`config.mk`:
```
export PLATFORM = sky130hd
export DESIGN_NAME = tlec_top
export DESIGN_NICKNAME = d
export VERILOG_FILES = /design/src/tlec_pkg.sv /design/src/tlec_sync.sv /design/src/tlec_prio.sv /design/src/tlec_top.sv
export VERILOG_INCLUDE_DIRS = /design/src /design/src/src
export SDC_FILE = /design/constraint.sdc
export NUM_CORES = 2
export LEC_CHECK = 0
export BUFFER_PORTS_ARGS = -buffer_cell sky130_fd_sc_hd__buf_4
export CAP_MARGIN = 5
export CORE_MARGIN = 4
export CORE_UTILIZATION = 66
export CTS_BUF_LIST = sky130_fd_sc_hd__clkbuf_8
export DETAILED_ROUTE_END_ITERATION = 10
export GPL_TIMING_DRIVEN = 0
export HOLD_SLACK_MARGIN = 0.06
export MAX_ROUTING_LAYER = met4
export PLACE_DENSITY = 0.92
export REMOVE_ABC_BUFFERS = 1
export SETUP_SLACK_MARGIN = 0.02
export SLEW_MARGIN = 20
export SYNTH_ARGS = -nofsm -noshare
export SYNTH_HDL_FRONTEND = slang
export SYNTH_SLANG_ARGS = --single-unit
export TNS_END_PERCENT = 10
```
`constraint.sdc`:
```
create_clock -name i_mclk -period 6.1 [get_ports i_mclk]
set_input_delay 0 -clock i_mclk [delete_from_list [all_inputs] [get_ports i_mclk]]
set_output_delay 0 -clock i_mclk [all_outputs]
set_load 0.02 [all_outputs]
```
`src/tlec_regs.svh`:
```
`ifndef TLEC_REGS_SVH
`define TLEC_REGS_SVH

// register byte offsets on the APB slave
`define TLEC_OFF_STATUS   12'h000
`define TLEC_OFF_WAKE     12'h004
`define TLEC_OFF_SMASK    12'h008
`define TLEC_OFF_ASSIGN0  12'h010
`define TLEC_OFF_CMASK    12'h020
`define TLEC_OFF_LATCH    12'h024
`define TLEC_OFF_PEND     12'h028
`define TLEC_OFF_RAISE    12'h02C
`define TLEC_OFF_VEC0     12'h040
`define TLEC_OFF_VECEND   12'h080

// core event levels
`define TLEC_NLEV         16
`define TLEC_LVL_EMU      4'h0
`define TLEC_LVL_RESET    4'h1
`define TLEC_LVL_NMI      4'h2
`define TLEC_LVL_EXC      4'h3
`define TLEC_LVL_HWERR    4'h5
`define TLEC_LVL_TMR      4'h6
`define TLEC_LVL_GP_FIRST 4'h7
`define TLEC_LVL_GP_LAST  4'hF
`define TLEC_NGP          9

// assignment fields: four bits per source, eight sources per word
`define TLEC_ASG_W        4
`define TLEC_ASG_PER_WORD 8
`define TLEC_ASG_MAX      4'h8
`define TLEC_ASG_SPREAD   7

// reset values and fixed bits
`define TLEC_SMASK_RST    32'h0000_0000
`define TLEC_WAKE_RST     32'hFFFF_FFFF
`define TLEC_CMASK_RST    16'h0000
`define TLEC_CMASK_FIXED  16'h000F
`define TLEC_CMASK_RSVD   16'h0010
`define TLEC_VEC_RST      32'h0000_0000

`endif

```
`src/tlec_pkg.sv`:
```
package tlec_pkg;

	typedef enum logic [0:0] {
		TLEC_ST_IDLE  = 1'b0,
		TLEC_ST_OFFER = 1'b1
	} tlec_vec_st_t;

	typedef logic [15:0] tlec_lvl_vec_t;

endpackage

```
`src/tlec_sync.sv`:
```
`timescale 1ns/100ps
module tlec_sync #(
	parameter int W = 1
) (
	input  wire logic         i_mclk,
	input  wire logic         i_rst_n,
	input  wire logic [W-1:0] i_async,
	output logic      [W-1:0] o_sync
);
	logic [W-1:0] s1_ff, s2_ff, s3_ff, out_ff;
	logic [W-1:0] nxt_out;

	// a bit only moves once the last two stages agree, filtering one-cycle glitches
	always_comb begin
		nxt_out = (~(s2_ff ^ s3_ff) & s3_ff) | ((s2_ff ^ s3_ff) & out_ff);
	end

	always_ff @(posedge i_mclk) begin
		if (!i_rst_n) begin
			s1_ff  <= '0;
			s2_ff  <= '0;
			s3_ff  <= '0;
			out_ff <= '0;
		end else begin
			s1_ff  <= i_async;
			s2_ff  <= s1_ff;
			s3_ff  <= s2_ff;
			out_ff <= nxt_out;
		end
	end

	assign o_sync = out_ff;
endmodule

```
`src/tlec_prio.sv`:
```
`timescale 1ns/100ps
module tlec_prio #(
	parameter int W = 16
) (
	input  wire logic [W-1:0]         i_vec,
	output logic                      o_any,
	output logic      [$clog2(W)-1:0] o_idx
);
	// lowest index wins: level numbers descend in priority
	always_comb begin
		o_any = 1'b0;
		o_idx = '0;
		for (int i = W - 1; i >= 0; i--) begin
			if (i_vec[i]) begin
				o_any = 1'b1;
				o_idx = ($clog2(W))'(i);
			end
		end
	end
endmodule

```
`src/tlec_top.sv`:
```
// Design decisions made here: the APB interface to the registers and the address map.
`timescale 1ns/100ps
`include "tlec_regs.svh"
module tlec_top
	import tlec_pkg::*;
#(
	parameter int NSRC = 32
) (
	input  wire logic            i_mclk,
	input  wire logic            i_rst_n,
	input  wire logic            i_psel,
	input  wire logic            i_penable,
	input  wire logic            i_pwrite,
	input  wire logic [11:0]     i_paddr,
	input  wire logic [31:0]     i_pwdata,
	output logic      [31:0]     o_prdata,
	output logic                 o_pready,
	output logic                 o_pslverr,
	input  wire logic [NSRC-1:0] i_periph_req,
	input  wire logic            i_emulation_req,
	input  wire logic            i_reset_event_req,
	input  wire logic            i_nonmaskable_req,
	input  wire logic            i_exception_req,
	input  wire logic            i_hardware_error_req,
	input  wire logic            i_core_timer_req,
	input  wire logic            i_core_idle,
	input  wire logic            i_vec_accept,
	input  wire logic            i_return_from_interrupt,
	output logic                 o_wakeup,
	output logic                 o_vec_valid,
	output logic      [3:0]      o_vec_level,
	output logic      [31:0]     o_vec_addr
);
	// NSRC must be a multiple of eight and at most 32
	localparam int ASGW = NSRC * `TLEC_ASG_W;
	localparam int NAW  = NSRC / `TLEC_ASG_PER_WORD;

	// default spreads sources over levels 7..13 so 14 and 15 stay free for software
	function automatic logic [ASGW-1:0] asg_default();
		logic [ASGW-1:0] v;
		v = '0;
		for (int i = 0; i < NSRC; i++) begin
			v[i*`TLEC_ASG_W +: `TLEC_ASG_W] = (`TLEC_ASG_W)'(i % `TLEC_ASG_SPREAD);
		end
		return v;
	endfunction
	localparam logic [ASGW-1:0] ASG_RST = asg_default();

	// out-of-range field values fall to the lowest level rather than vanish
	function automatic logic [3:0] src_level(input logic [3:0] f);
		return (f > `TLEC_ASG_MAX) ? `TLEC_LVL_GP_LAST : (`TLEC_LVL_GP_FIRST + f);
	endfunction

	logic [NSRC-1:0]     periph_s;
	logic                emu_s, rstev_s, nmi_s;
	logic [NSRC-1:0]     status_ff, nxt_status;
	logic [NSRC-1:0]     wake_ff, nxt_wake;
	logic [NSRC-1:0]     smask_ff, nxt_smask;
	logic [ASGW-1:0]     asg_ff, nxt_asg;
	tlec_lvl_vec_t       cmask_ff, nxt_cmask;
	logic [31:0]         vec_mem_ff [`TLEC_NLEV];
	logic [31:0]         nxt_vec_mem [`TLEC_NLEV];
	logic [31:0]         prdata_ff, nxt_prdata;
	logic                pready_ff, nxt_pready;
	logic                slverr_ff, nxt_slverr;
	logic [31:0]         rd_data;
	logic                hit, acc, wr, vec_wr;
	tlec_lvl_vec_t       sw_raise;
	tlec_lvl_vec_t       latch_ff, nxt_latch;
	tlec_lvl_vec_t       pend_ff, nxt_pend;
	tlec_lvl_vec_t       gp_req, req_vec, eff_mask, take_vec, ret_vec;
	tlec_vec_st_t        st_ff, nxt_st;
	logic                valid_ff, nxt_valid;
	logic [3:0]          level_ff, nxt_level;
	logic [31:0]         addr_ff, nxt_addr;
	logic                wake_out_ff, nxt_wake_out;
	logic                cand_any, cur_any, take;
	logic [3:0]          cand_idx, cur_idx;

	tlec_sync #(.W(NSRC + 3)) u_sync (
		.i_mclk  (i_mclk),
		.i_rst_n (i_rst_n),
		.i_async ({i_nonmaskable_req, i_reset_event_req, i_emulation_req, i_periph_req}),
		.o_sync  ({nmi_s, rstev_s, emu_s, periph_s})
	);

	tlec_prio #(.W(`TLEC_NLEV)) u_cand (
		.i_vec (latch_ff & eff_mask),
		.o_any (cand_any),
		.o_idx (cand_idx)
	);

	tlec_prio #(.W(`TLEC_NLEV)) u_cur (
		.i_vec (pend_ff),
		.o_any (cur_any),
		.o_idx (cur_idx)
	);

	// one wait state: read data is registered on the same edge that pready rises
	assign acc      = i_psel & i_penable;
	assign wr       = acc & i_pwrite & pready_ff & hit;
	assign vec_wr   = wr & (i_paddr >= `TLEC_OFF_VEC0) & (i_paddr < `TLEC_OFF_VECEND);
	assign eff_mask = (cmask_ff & ~`TLEC_CMASK_RSVD) | `TLEC_CMASK_FIXED;

	always_comb begin
		rd_data = '0;
		hit     = 1'b0;
		if (i_paddr == `TLEC_OFF_STATUS) begin
			hit                = 1'b1;
			rd_data[NSRC-1:0]  = status_ff;
		end else if (i_paddr == `TLEC_OFF_WAKE) begin
			hit                = 1'b1;
			rd_data[NSRC-1:0]  = wake_ff;
		end else if (i_paddr == `TLEC_OFF_SMASK) begin
			hit                = 1'b1;
			rd_data[NSRC-1:0]  = smask_ff;
		end else if (i_paddr == `TLEC_OFF_CMASK) begin
			hit                = 1'b1;
			rd_data[15:0]      = eff_mask;
		end else if (i_paddr == `TLEC_OFF_LATCH) begin
			hit                = 1'b1;
			rd_data[15:0]      = latch_ff;
		end else if (i_paddr == `TLEC_OFF_PEND) begin
			hit                = 1'b1;
			rd_data[15:0]      = pend_ff;
		end else if (i_paddr == `TLEC_OFF_RAISE) begin
			hit                = 1'b1;
		end else if ((i_paddr >= `TLEC_OFF_VEC0) && (i_paddr < `TLEC_OFF_VECEND)
			&& (i_paddr[1:0] == 2'h0)) begin
			hit                = 1'b1;
			rd_data            = vec_mem_ff[i_paddr[5:2]];
		end
		for (int w = 0; w < NAW; w++) begin
			if (i_paddr == (`TLEC_OFF_ASSIGN0 + 12'(w * 4))) begin
				hit     = 1'b1;
				rd_data = asg_ff[w*32 +: 32];
			end
		end
	end

	always_comb begin
		nxt_status  = periph_s;
		nxt_wake    = wake_ff;
		nxt_smask   = smask_ff;
		nxt_asg     = asg_ff;
		nxt_cmask   = cmask_ff;
		nxt_vec_mem = vec_mem_ff;
		sw_raise    = '0;
		nxt_pready  = acc & ~pready_ff;
		nxt_slverr  = acc & ~pready_ff & ~hit;
		nxt_prdata  = (acc & ~pready_ff) ? rd_data : prdata_ff;
		if (wr) begin
			if (i_paddr == `TLEC_OFF_WAKE) begin
				nxt_wake = i_pwdata[NSRC-1:0];
			end
			if (i_paddr == `TLEC_OFF_SMASK) begin
				nxt_smask = i_pwdata[NSRC-1:0];
			end
			if (i_paddr == `TLEC_OFF_CMASK) begin
				nxt_cmask = i_pwdata[15:0];
			end
			// software raise of a general-purpose level
			if ((i_paddr == `TLEC_OFF_RAISE) && (i_pwdata[3:0] >= `TLEC_LVL_GP_FIRST)) begin
				sw_raise[i_pwdata[3:0]] = 1'b1;
			end
			if (vec_wr) begin
				nxt_vec_mem[i_paddr[5:2]] = i_pwdata;
			end
			for (int w = 0; w < NAW; w++) begin
				if (i_paddr == (`TLEC_OFF_ASSIGN0 + 12'(w * 4))) begin
					nxt_asg[w*32 +: 32] = i_pwdata;
				end
			end
		end
	end

	always_ff @(posedge i_mclk) begin
		if (!i_rst_n) begin
			status_ff <= '0;
			wake_ff   <= NSRC'(`TLEC_WAKE_RST);
			smask_ff  <= NSRC'(`TLEC_SMASK_RST);
			asg_ff    <= ASG_RST;
			cmask_ff  <= `TLEC_CMASK_RST;
			prdata_ff <= '0;
			pready_ff <= 1'b0;
			slverr_ff <= 1'b0;
			for (int i = 0; i < `TLEC_NLEV; i++) begin
				vec_mem_ff[i] <= `TLEC_VEC_RST;
			end
		end else begin
			status_ff  <= nxt_status;
			wake_ff    <= nxt_wake;
			smask_ff   <= nxt_smask;
			asg_ff     <= nxt_asg;
			cmask_ff   <= nxt_cmask;
			prdata_ff  <= nxt_prdata;
			pready_ff  <= nxt_pready;
			slverr_ff  <= nxt_slverr;
			vec_mem_ff <= nxt_vec_mem;
		end
	end

	// shared levels are a plain OR; software sorts out who asked
	always_comb begin
		gp_req = '0;
		for (int i = 0; i < NSRC; i++) begin
			if (status_ff[i] & smask_ff[i]) begin
				gp_req[src_level(asg_ff[i*`TLEC_ASG_W +: `TLEC_ASG_W])] = 1'b1;
			end
		end
	end

	// dedicated events skip the system stage entirely
	always_comb begin
		req_vec                  = gp_req;
		req_vec[`TLEC_LVL_EMU]   = emu_s;
		req_vec[`TLEC_LVL_RESET] = rstev_s;
		req_vec[`TLEC_LVL_NMI]   = nmi_s;
		req_vec[`TLEC_LVL_EXC]   = i_exception_req;
		req_vec[`TLEC_LVL_HWERR] = i_hardware_error_req;
		req_vec[`TLEC_LVL_TMR]   = i_core_timer_req;
	end

	assign take = valid_ff & i_vec_accept;

	always_comb begin
		take_vec = '0;
		ret_vec  = '0;
		if (take) begin
			take_vec[level_ff] = 1'b1;
		end
		if (i_return_from_interrupt & cur_any) begin
			ret_vec[cur_idx] = 1'b1;
		end
		// a level in service is not latched again until its return
		nxt_latch    = (latch_ff | ((req_vec | sw_raise) & ~pend_ff)) & ~take_vec;
		nxt_pend     = (pend_ff & ~ret_vec) | take_vec;
		nxt_wake_out = i_core_idle & (|(status_ff & wake_ff));
		nxt_st       = st_ff;
		nxt_valid    = valid_ff;
		nxt_level    = level_ff;
		nxt_addr     = addr_ff;
		case (st_ff)
			TLEC_ST_IDLE: begin
				if (cand_any && (!cur_any || (cand_idx < cur_idx))) begin
					nxt_st    = TLEC_ST_OFFER;
					nxt_valid = 1'b1;
					nxt_level = cand_idx;
					nxt_addr  = vec_mem_ff[cand_idx];
				end
			end
			TLEC_ST_OFFER: begin
				if (i_vec_accept) begin
					nxt_st    = TLEC_ST_IDLE;
					nxt_valid = 1'b0;
				end
			end
			default: begin
				nxt_st    = TLEC_ST_IDLE;
				nxt_valid = 1'b0;
			end
		endcase
	end

	always_ff @(posedge i_mclk) begin
		if (!i_rst_n) begin
			latch_ff    <= '0;
			pend_ff     <= '0;
			st_ff       <= TLEC_ST_IDLE;
			valid_ff    <= 1'b0;
			level_ff    <= '0;
			addr_ff     <= '0;
			wake_out_ff <= 1'b0;
		end else begin
			latch_ff    <= nxt_latch;
			pend_ff     <= nxt_pend;
			st_ff       <= nxt_st;
			valid_ff    <= nxt_valid;
			level_ff    <= nxt_level;
			addr_ff     <= nxt_addr;
			wake_out_ff <= nxt_wake_out;
		end
	end

	assign o_prdata    = prdata_ff;
	assign o_pready    = pready_ff;
	assign o_pslverr   = slverr_ff;
	assign o_wakeup    = wake_out_ff;
	assign o_vec_valid = valid_ff;
	assign o_vec_level = level_ff;
	assign o_vec_addr  = addr_ff;
endmodule

```
==> metrics.md, run 1 <==
| Metric | Value |
|---|---|
| EDFF count, synth | `0` |
| Error msg | `[ERROR GRT-0116] Global routing finished with congestion. Check the congestion regions in the DRC Viewer.` |
| Clk buf depth | `3` |
| GRT Resource Usage Total | `86.8%` |
| Top cells by instance count after synthesis | `nand2_1, dfxtp_1, clkbuf_1` |
| H-tree Lvls | `4` |
| Synth area leaders | `dfxtp_1, nand2_1, mux4_2` |
| Hold buffers post-CTS | `161` |
| Stop stage | `5_1_grt` |
| Port bufs | `161` |
| DP Cell Count | `7001` |
| Sequential fraction of the synthesis area | `37.7%` |
| DIE WIDTH | `291 um` |
| Starting Density | `66.6%` |
| Pin count of the biggest net entering global routing | `187` |
| Gr ovfl total | `745` |
| Async set-reset flop share out of synthesis | `0%` |
| Top FF cell, synth | `dfxtp_1` |
| Seq cells post-synth | `992` |
| Post-synth top area share | `37.7%` |
| GPL Wtd Cong | `1.11` |
| Place WS | `0.955 ns` |
| Clock Tree Root | `clkbuf_8` |
| Cell with the most instances after synthesis | `nand2_1` |
| Post-cts repair resize count | `0` |
| Number of global-route vias before repair | `69974` |
| Mapped Cells | `6224` |
| CTS Buf Count | `156` |
| Rows | `103` |
| Average size of a mapped cell | `8.47 um2` |
| Placed Area | `0.0554 mm2` |
| Setup Buffers After CTS | `0` |
| Cell taking the most area after synthesis | `dfxtp_1` |
| # IOs | `162` |
| Synth cell types | `88` |
| First-pass GRT wire length | `532 mm` |
| CTS Sinks | `992` |
| Detail Placement HPWL | `170 mm` |
| Synth Cell Area | `0.0527 mm2` |
| Die Height | `291 um` |
| Status | `aborted with a tool error` |
| Synth Warn # | `0` |
## cell families after synthesis
| logic type | synth area share (%) |
|---|---|
| flops | 37.7 |
| buf+inv | 4.84 |
| simple gates | 22.6 |
| mux | 12.9 |
| compound gates | 20.7 |
| fa+ha+maj | 0.831 |
| xor+xnor | 0.399 |
## per-stage QoR
step	utilization, %	hold slack (ns)
CTS	76.0	0.0629
detailed placement	70.1	0.211
global placement	67.1	0.207
floorplan	-	0.0718
## per-layer routing
layer | overflow | track usage [%]
met1 | 98 | 86.5
met2 | 326 | 96.7
met3 | 109 | 75.8
met4 | 212 | 84.5
met5 | - | -
==> inputs of run 2 (changes only) <==
--- a/config.mk
+++ b/config.mk
@@ -9,15 +9,11 @@
 export BUFFER_PORTS_ARGS = -buffer_cell sky130_fd_sc_hd__buf_4
 export CAP_MARGIN = 5
 export CORE_MARGIN = 4
-export CORE_UTILIZATION = 66
-export CTS_BUF_LIST = sky130_fd_sc_hd__clkbuf_8
+export CORE_UTILIZATION = 40
 export DETAILED_ROUTE_END_ITERATION = 10
 export GPL_TIMING_DRIVEN = 0
-export HOLD_SLACK_MARGIN = 0.06
-export MAX_ROUTING_LAYER = met4
-export PLACE_DENSITY = 0.92
+export PLACE_DENSITY_LB_ADDON = 0.15
 export REMOVE_ABC_BUFFERS = 1
-export SETUP_SLACK_MARGIN = 0.02
 export SLEW_MARGIN = 20
 export SYNTH_ARGS = -nofsm -noshare
 export SYNTH_HDL_FRONTEND = slang
==> run 2 against run 1 <==
Compared with the run above:
- the run now ends clean
- synthesized area unchanged
- synthesized cell count unchanged
==> metrics.md, run 2 <==
| Metric | Value |
|---|---|
| Synth Warn # | `0 (unchanged)` |
| Sequential Power Share | `44.4%` |
| Async set-reset flop share out of synthesis | `0% (unchanged)` |
| Worst Clk Skew | `0.0320 ns` |
| ANT nets after route | `0` |
| Startpoint types | `input port` |
| DRC | `0` |
| CP Launch Point | `i_paddr[11]` |
| Number of global-route vias before repair | `45891` |
| Nets@finish | `6333` |
| TritonRoute pass-1 iters | `6` |
| EDFF count, synth | `0 (unchanged)` |
| Worst-skew pair later-pin latency | `0.76 ns` |
| Mapped Cells | `6224 (unchanged)` |
| Placed Area | `0.0567 mm2 (+2.3%)` |
| Rows | `132 (+28%)` |
| Clock Tree Root | `clkbuf_16` |
| Top FF cell, synth | `dfxtp_1` |
| # IOs | `162 (unchanged)` |
| Most common cell after layout, fill and taps aside | `nand2_1` |
| Rel. slew slack | `11.6%` |
| H-tree Lvls | `3 (-1)` |
| CTS Buf Count | `112 (-28%)` |
| Minimum clock period | `5.07 ns` |
| CP max-delay cell | `nor4b_4` |
| Drt initial violations | `6026` |
| Largest registers | `vec_mem_ff x512, asg_ff x128` |
| Slew @ Worst Pin | `1.31 ns` |
| Average size of a mapped cell | `8.47 um2 (unchanged)` |
| CP required | `6.77 ns` |
| Int Pwr | `11100 uW` |
| Switching part of the total | `24.8%` |
| Commonest non-fill, non-tap cells in the layout | `nand2_1, dfxtp_1, mux2i_1` |
| Fin area | `0.0618 mm2` |
| Worst r2r src | `latch_ff[11]` |
| LEAKAGE | `0.0219 uW` |
| CTS Sinks | `992 (unchanged)` |
| Cell with the most instances after synthesis | `nand2_1` |
| Clock slew at reported path FFs | `0.06 ns` |
| Post-synth top area share | `37.7% (unchanged)` |
| Gr ovfl total | `0` |
| Register area | `0.0199 mm2` |
| Pin count of the biggest net entering global routing | `167` |
| Sequential fraction of the synthesis area | `37.7% (unchanged)` |
| Switching power | `3670 uW` |
| GPL Wtd Cong | `1.05 (-5.1%)` |
| Seq cells post-synth | `992 (unchanged)` |
| Crit. End Element | `flop` |
| Status | `finished, final reports clean` |
| Port bufs | `161 (unchanged)` |
| Final Hold Vio Count | `0` |
| Maxcap violations | `0` |
| Post-cts repair resize count | `0 (unchanged)` |
| Synth Cell Area | `0.0527 mm2 (unchanged)` |
| HP Class | `input port to flop` |
| Max reg flops | `512` |
| Routed len/inst | `30.1 um` |
| Final period util | `83.1%` |
| Area of the multi-input gates | `0.0306 mm2` |
| Peak supply drop | `231 uV` |
| Clock share of power | `48.1%` |
| Fmax | `0.197 GHz` |
| Die Height | `371 um (+28%)` |
| Biggest register | `vec_mem_ff` |
| Post-route setup TNS | `0 ns` |
| Die area | `0.138 mm2` |
| Combinational share of power | `7.4%` |
| Starting Density | `40.5% (-26 points)` |
| Cell taking the most area after synthesis | `dfxtp_1` |
| Max incr delay on CP | `1.04 ns` |
| TritonCTS clock tree | `built` |
| Critical Path AT | `5.74 ns` |
| Via count | `49612` |
| Initial antenna violation count | `9` |
| Vias per inst | `6.17` |
| Top cells by instance count after synthesis | `nand2_1, dfxtp_1, clkbuf_1` |
| Fill cells | `12632` |
| First-pass GRT wire length | `341 mm` |
| RSZ-0062 raised after global routing | `no` |
| Synth cell types | `88 (unchanged)` |
| Final setup fails | `0` |
| Maximum fanout along the worst path | `18` |
| Crit Path Category | `input port to flop` |
| CORE AREA | `0.130 mm2` |
| GRT Resource Usage Total | `34.1%` |
| Layout cell share with drive strength beyond 1 | `11.4%` |
| Synth area leaders | `dfxtp_1, nand2_1, mux4_2` |
| P per Cell Area | `239 mW/mm2` |
| Hold Path Origin | `i_periph_req[5]` |
| Clk buf depth | `3 (unchanged)` |
| Routed WL | `242 mm` |
| DIE WIDTH | `371 um (+28%)` |
| Area Overhead vs Synth | `17.2%` |
| Final Max Slew Viols | `0` |
| Crit-path cells | `dlygate4sd3_1 -> buf_4 -> or4_4 -> dlygate4sd3_1 -> or4_4 -> nor4_4 -> nor4b_4 -> and2b_1 -> and2_2 -> buf_12 -> nand2_1 -> a21boi_1` |
| Detail Placement HPWL | `170 mm (+0.35%)` |
==> run 2: cell counts after synthesis <==
No cell type changed its count.
==> run 2: path summary, 6_finish.rpt <==
kind	to	slack [ns]	depth (start not counted)
worst max register to register	o_vec_addr[18]	1.44	15
worst min-delay path	u_sync.s1_ff[5]	0.03	3
worst min register to register	u_sync.s2_ff[1]	0.43	1
worst max-delay path	vec_mem_ff[507]	1.03	12
==> run 2: worst max-delay path, delay by kind of cell <==
family,cells,cell delay [ns]
buffers and inverters,4,1.60
AO/OA/AOI/OAI,1,0.14
AND/OR/NAND/NOR,7,3.94
==> run 2: cell families after synthesis <==
group / after synthesis / share of synthesized area (%)
buffers and inverters: 643 / 4.84
multiplexers: 475 / 12.9
AO/OA/AOI/OAI: 1501 / 20.7
flip-flops: 992 / 37.7
XOR/XNOR: 24 / 0.399
adder cells (fa/ha/maj): 35 / 0.831
AND/OR/NAND/NOR: 2554 / 22.6
==> run 2: area by class of cell <==
class	count	area share [%]
multi-input combinational	4589	49.6
sequential	992	32.1
timing repair buffer	402	7.86
clock buffer	166	5.28
tap	1742	3.53
clock inverter	36	0.901
inverter	111	0.674
antenna	8	0.0324
==> run 2: repair_timing <==
item | in CTS | in global routing
hold buffers | 121 | 0
endpoints found under the hold margin | 820 | 0
setup buffers | 0 | 0
==> run 2: power by group through the flow <==
stage	Sequential (uW)	Clock, uW	Combinational, uW
floorplan	6720	0	437
global placement	6710	0	1090
detailed placement	6710	0	1010
CTS	6570	7200	1070
global route	6570	7460	1130
finish	6570	7120	1100
==> run 2: layer usage <==
layer  routed length, um  vias up  global-route usage [%]
met5                  32        -                       0
met4               15100        6                    18.1
met3               21500      593                    7.28
met2              107000     2428                    52.5
met1               99100    24498                    44.9
li1                    -    22087                       -
==> run 2: metrics by stage <==
step           hold WS [ns]  util (%)  cells  total power, uW  worst slack, ns
6_report             0.0279      47.5   8046            14800             1.03
5_1_grt              0.0159      47.5   8041            15200            0.955
4_1_cts           0.0000255      47.5   8037            14800            0.868
3_5_place_dp          0.210      43.6   7714             7720             1.12
3_3_place_gp          0.207      41.5   7595             7810           -19.21
2_1_floorplan        0.0718         -   5692             7160            -3.92
Note: power is estimated with default switching activity, not from simulation.
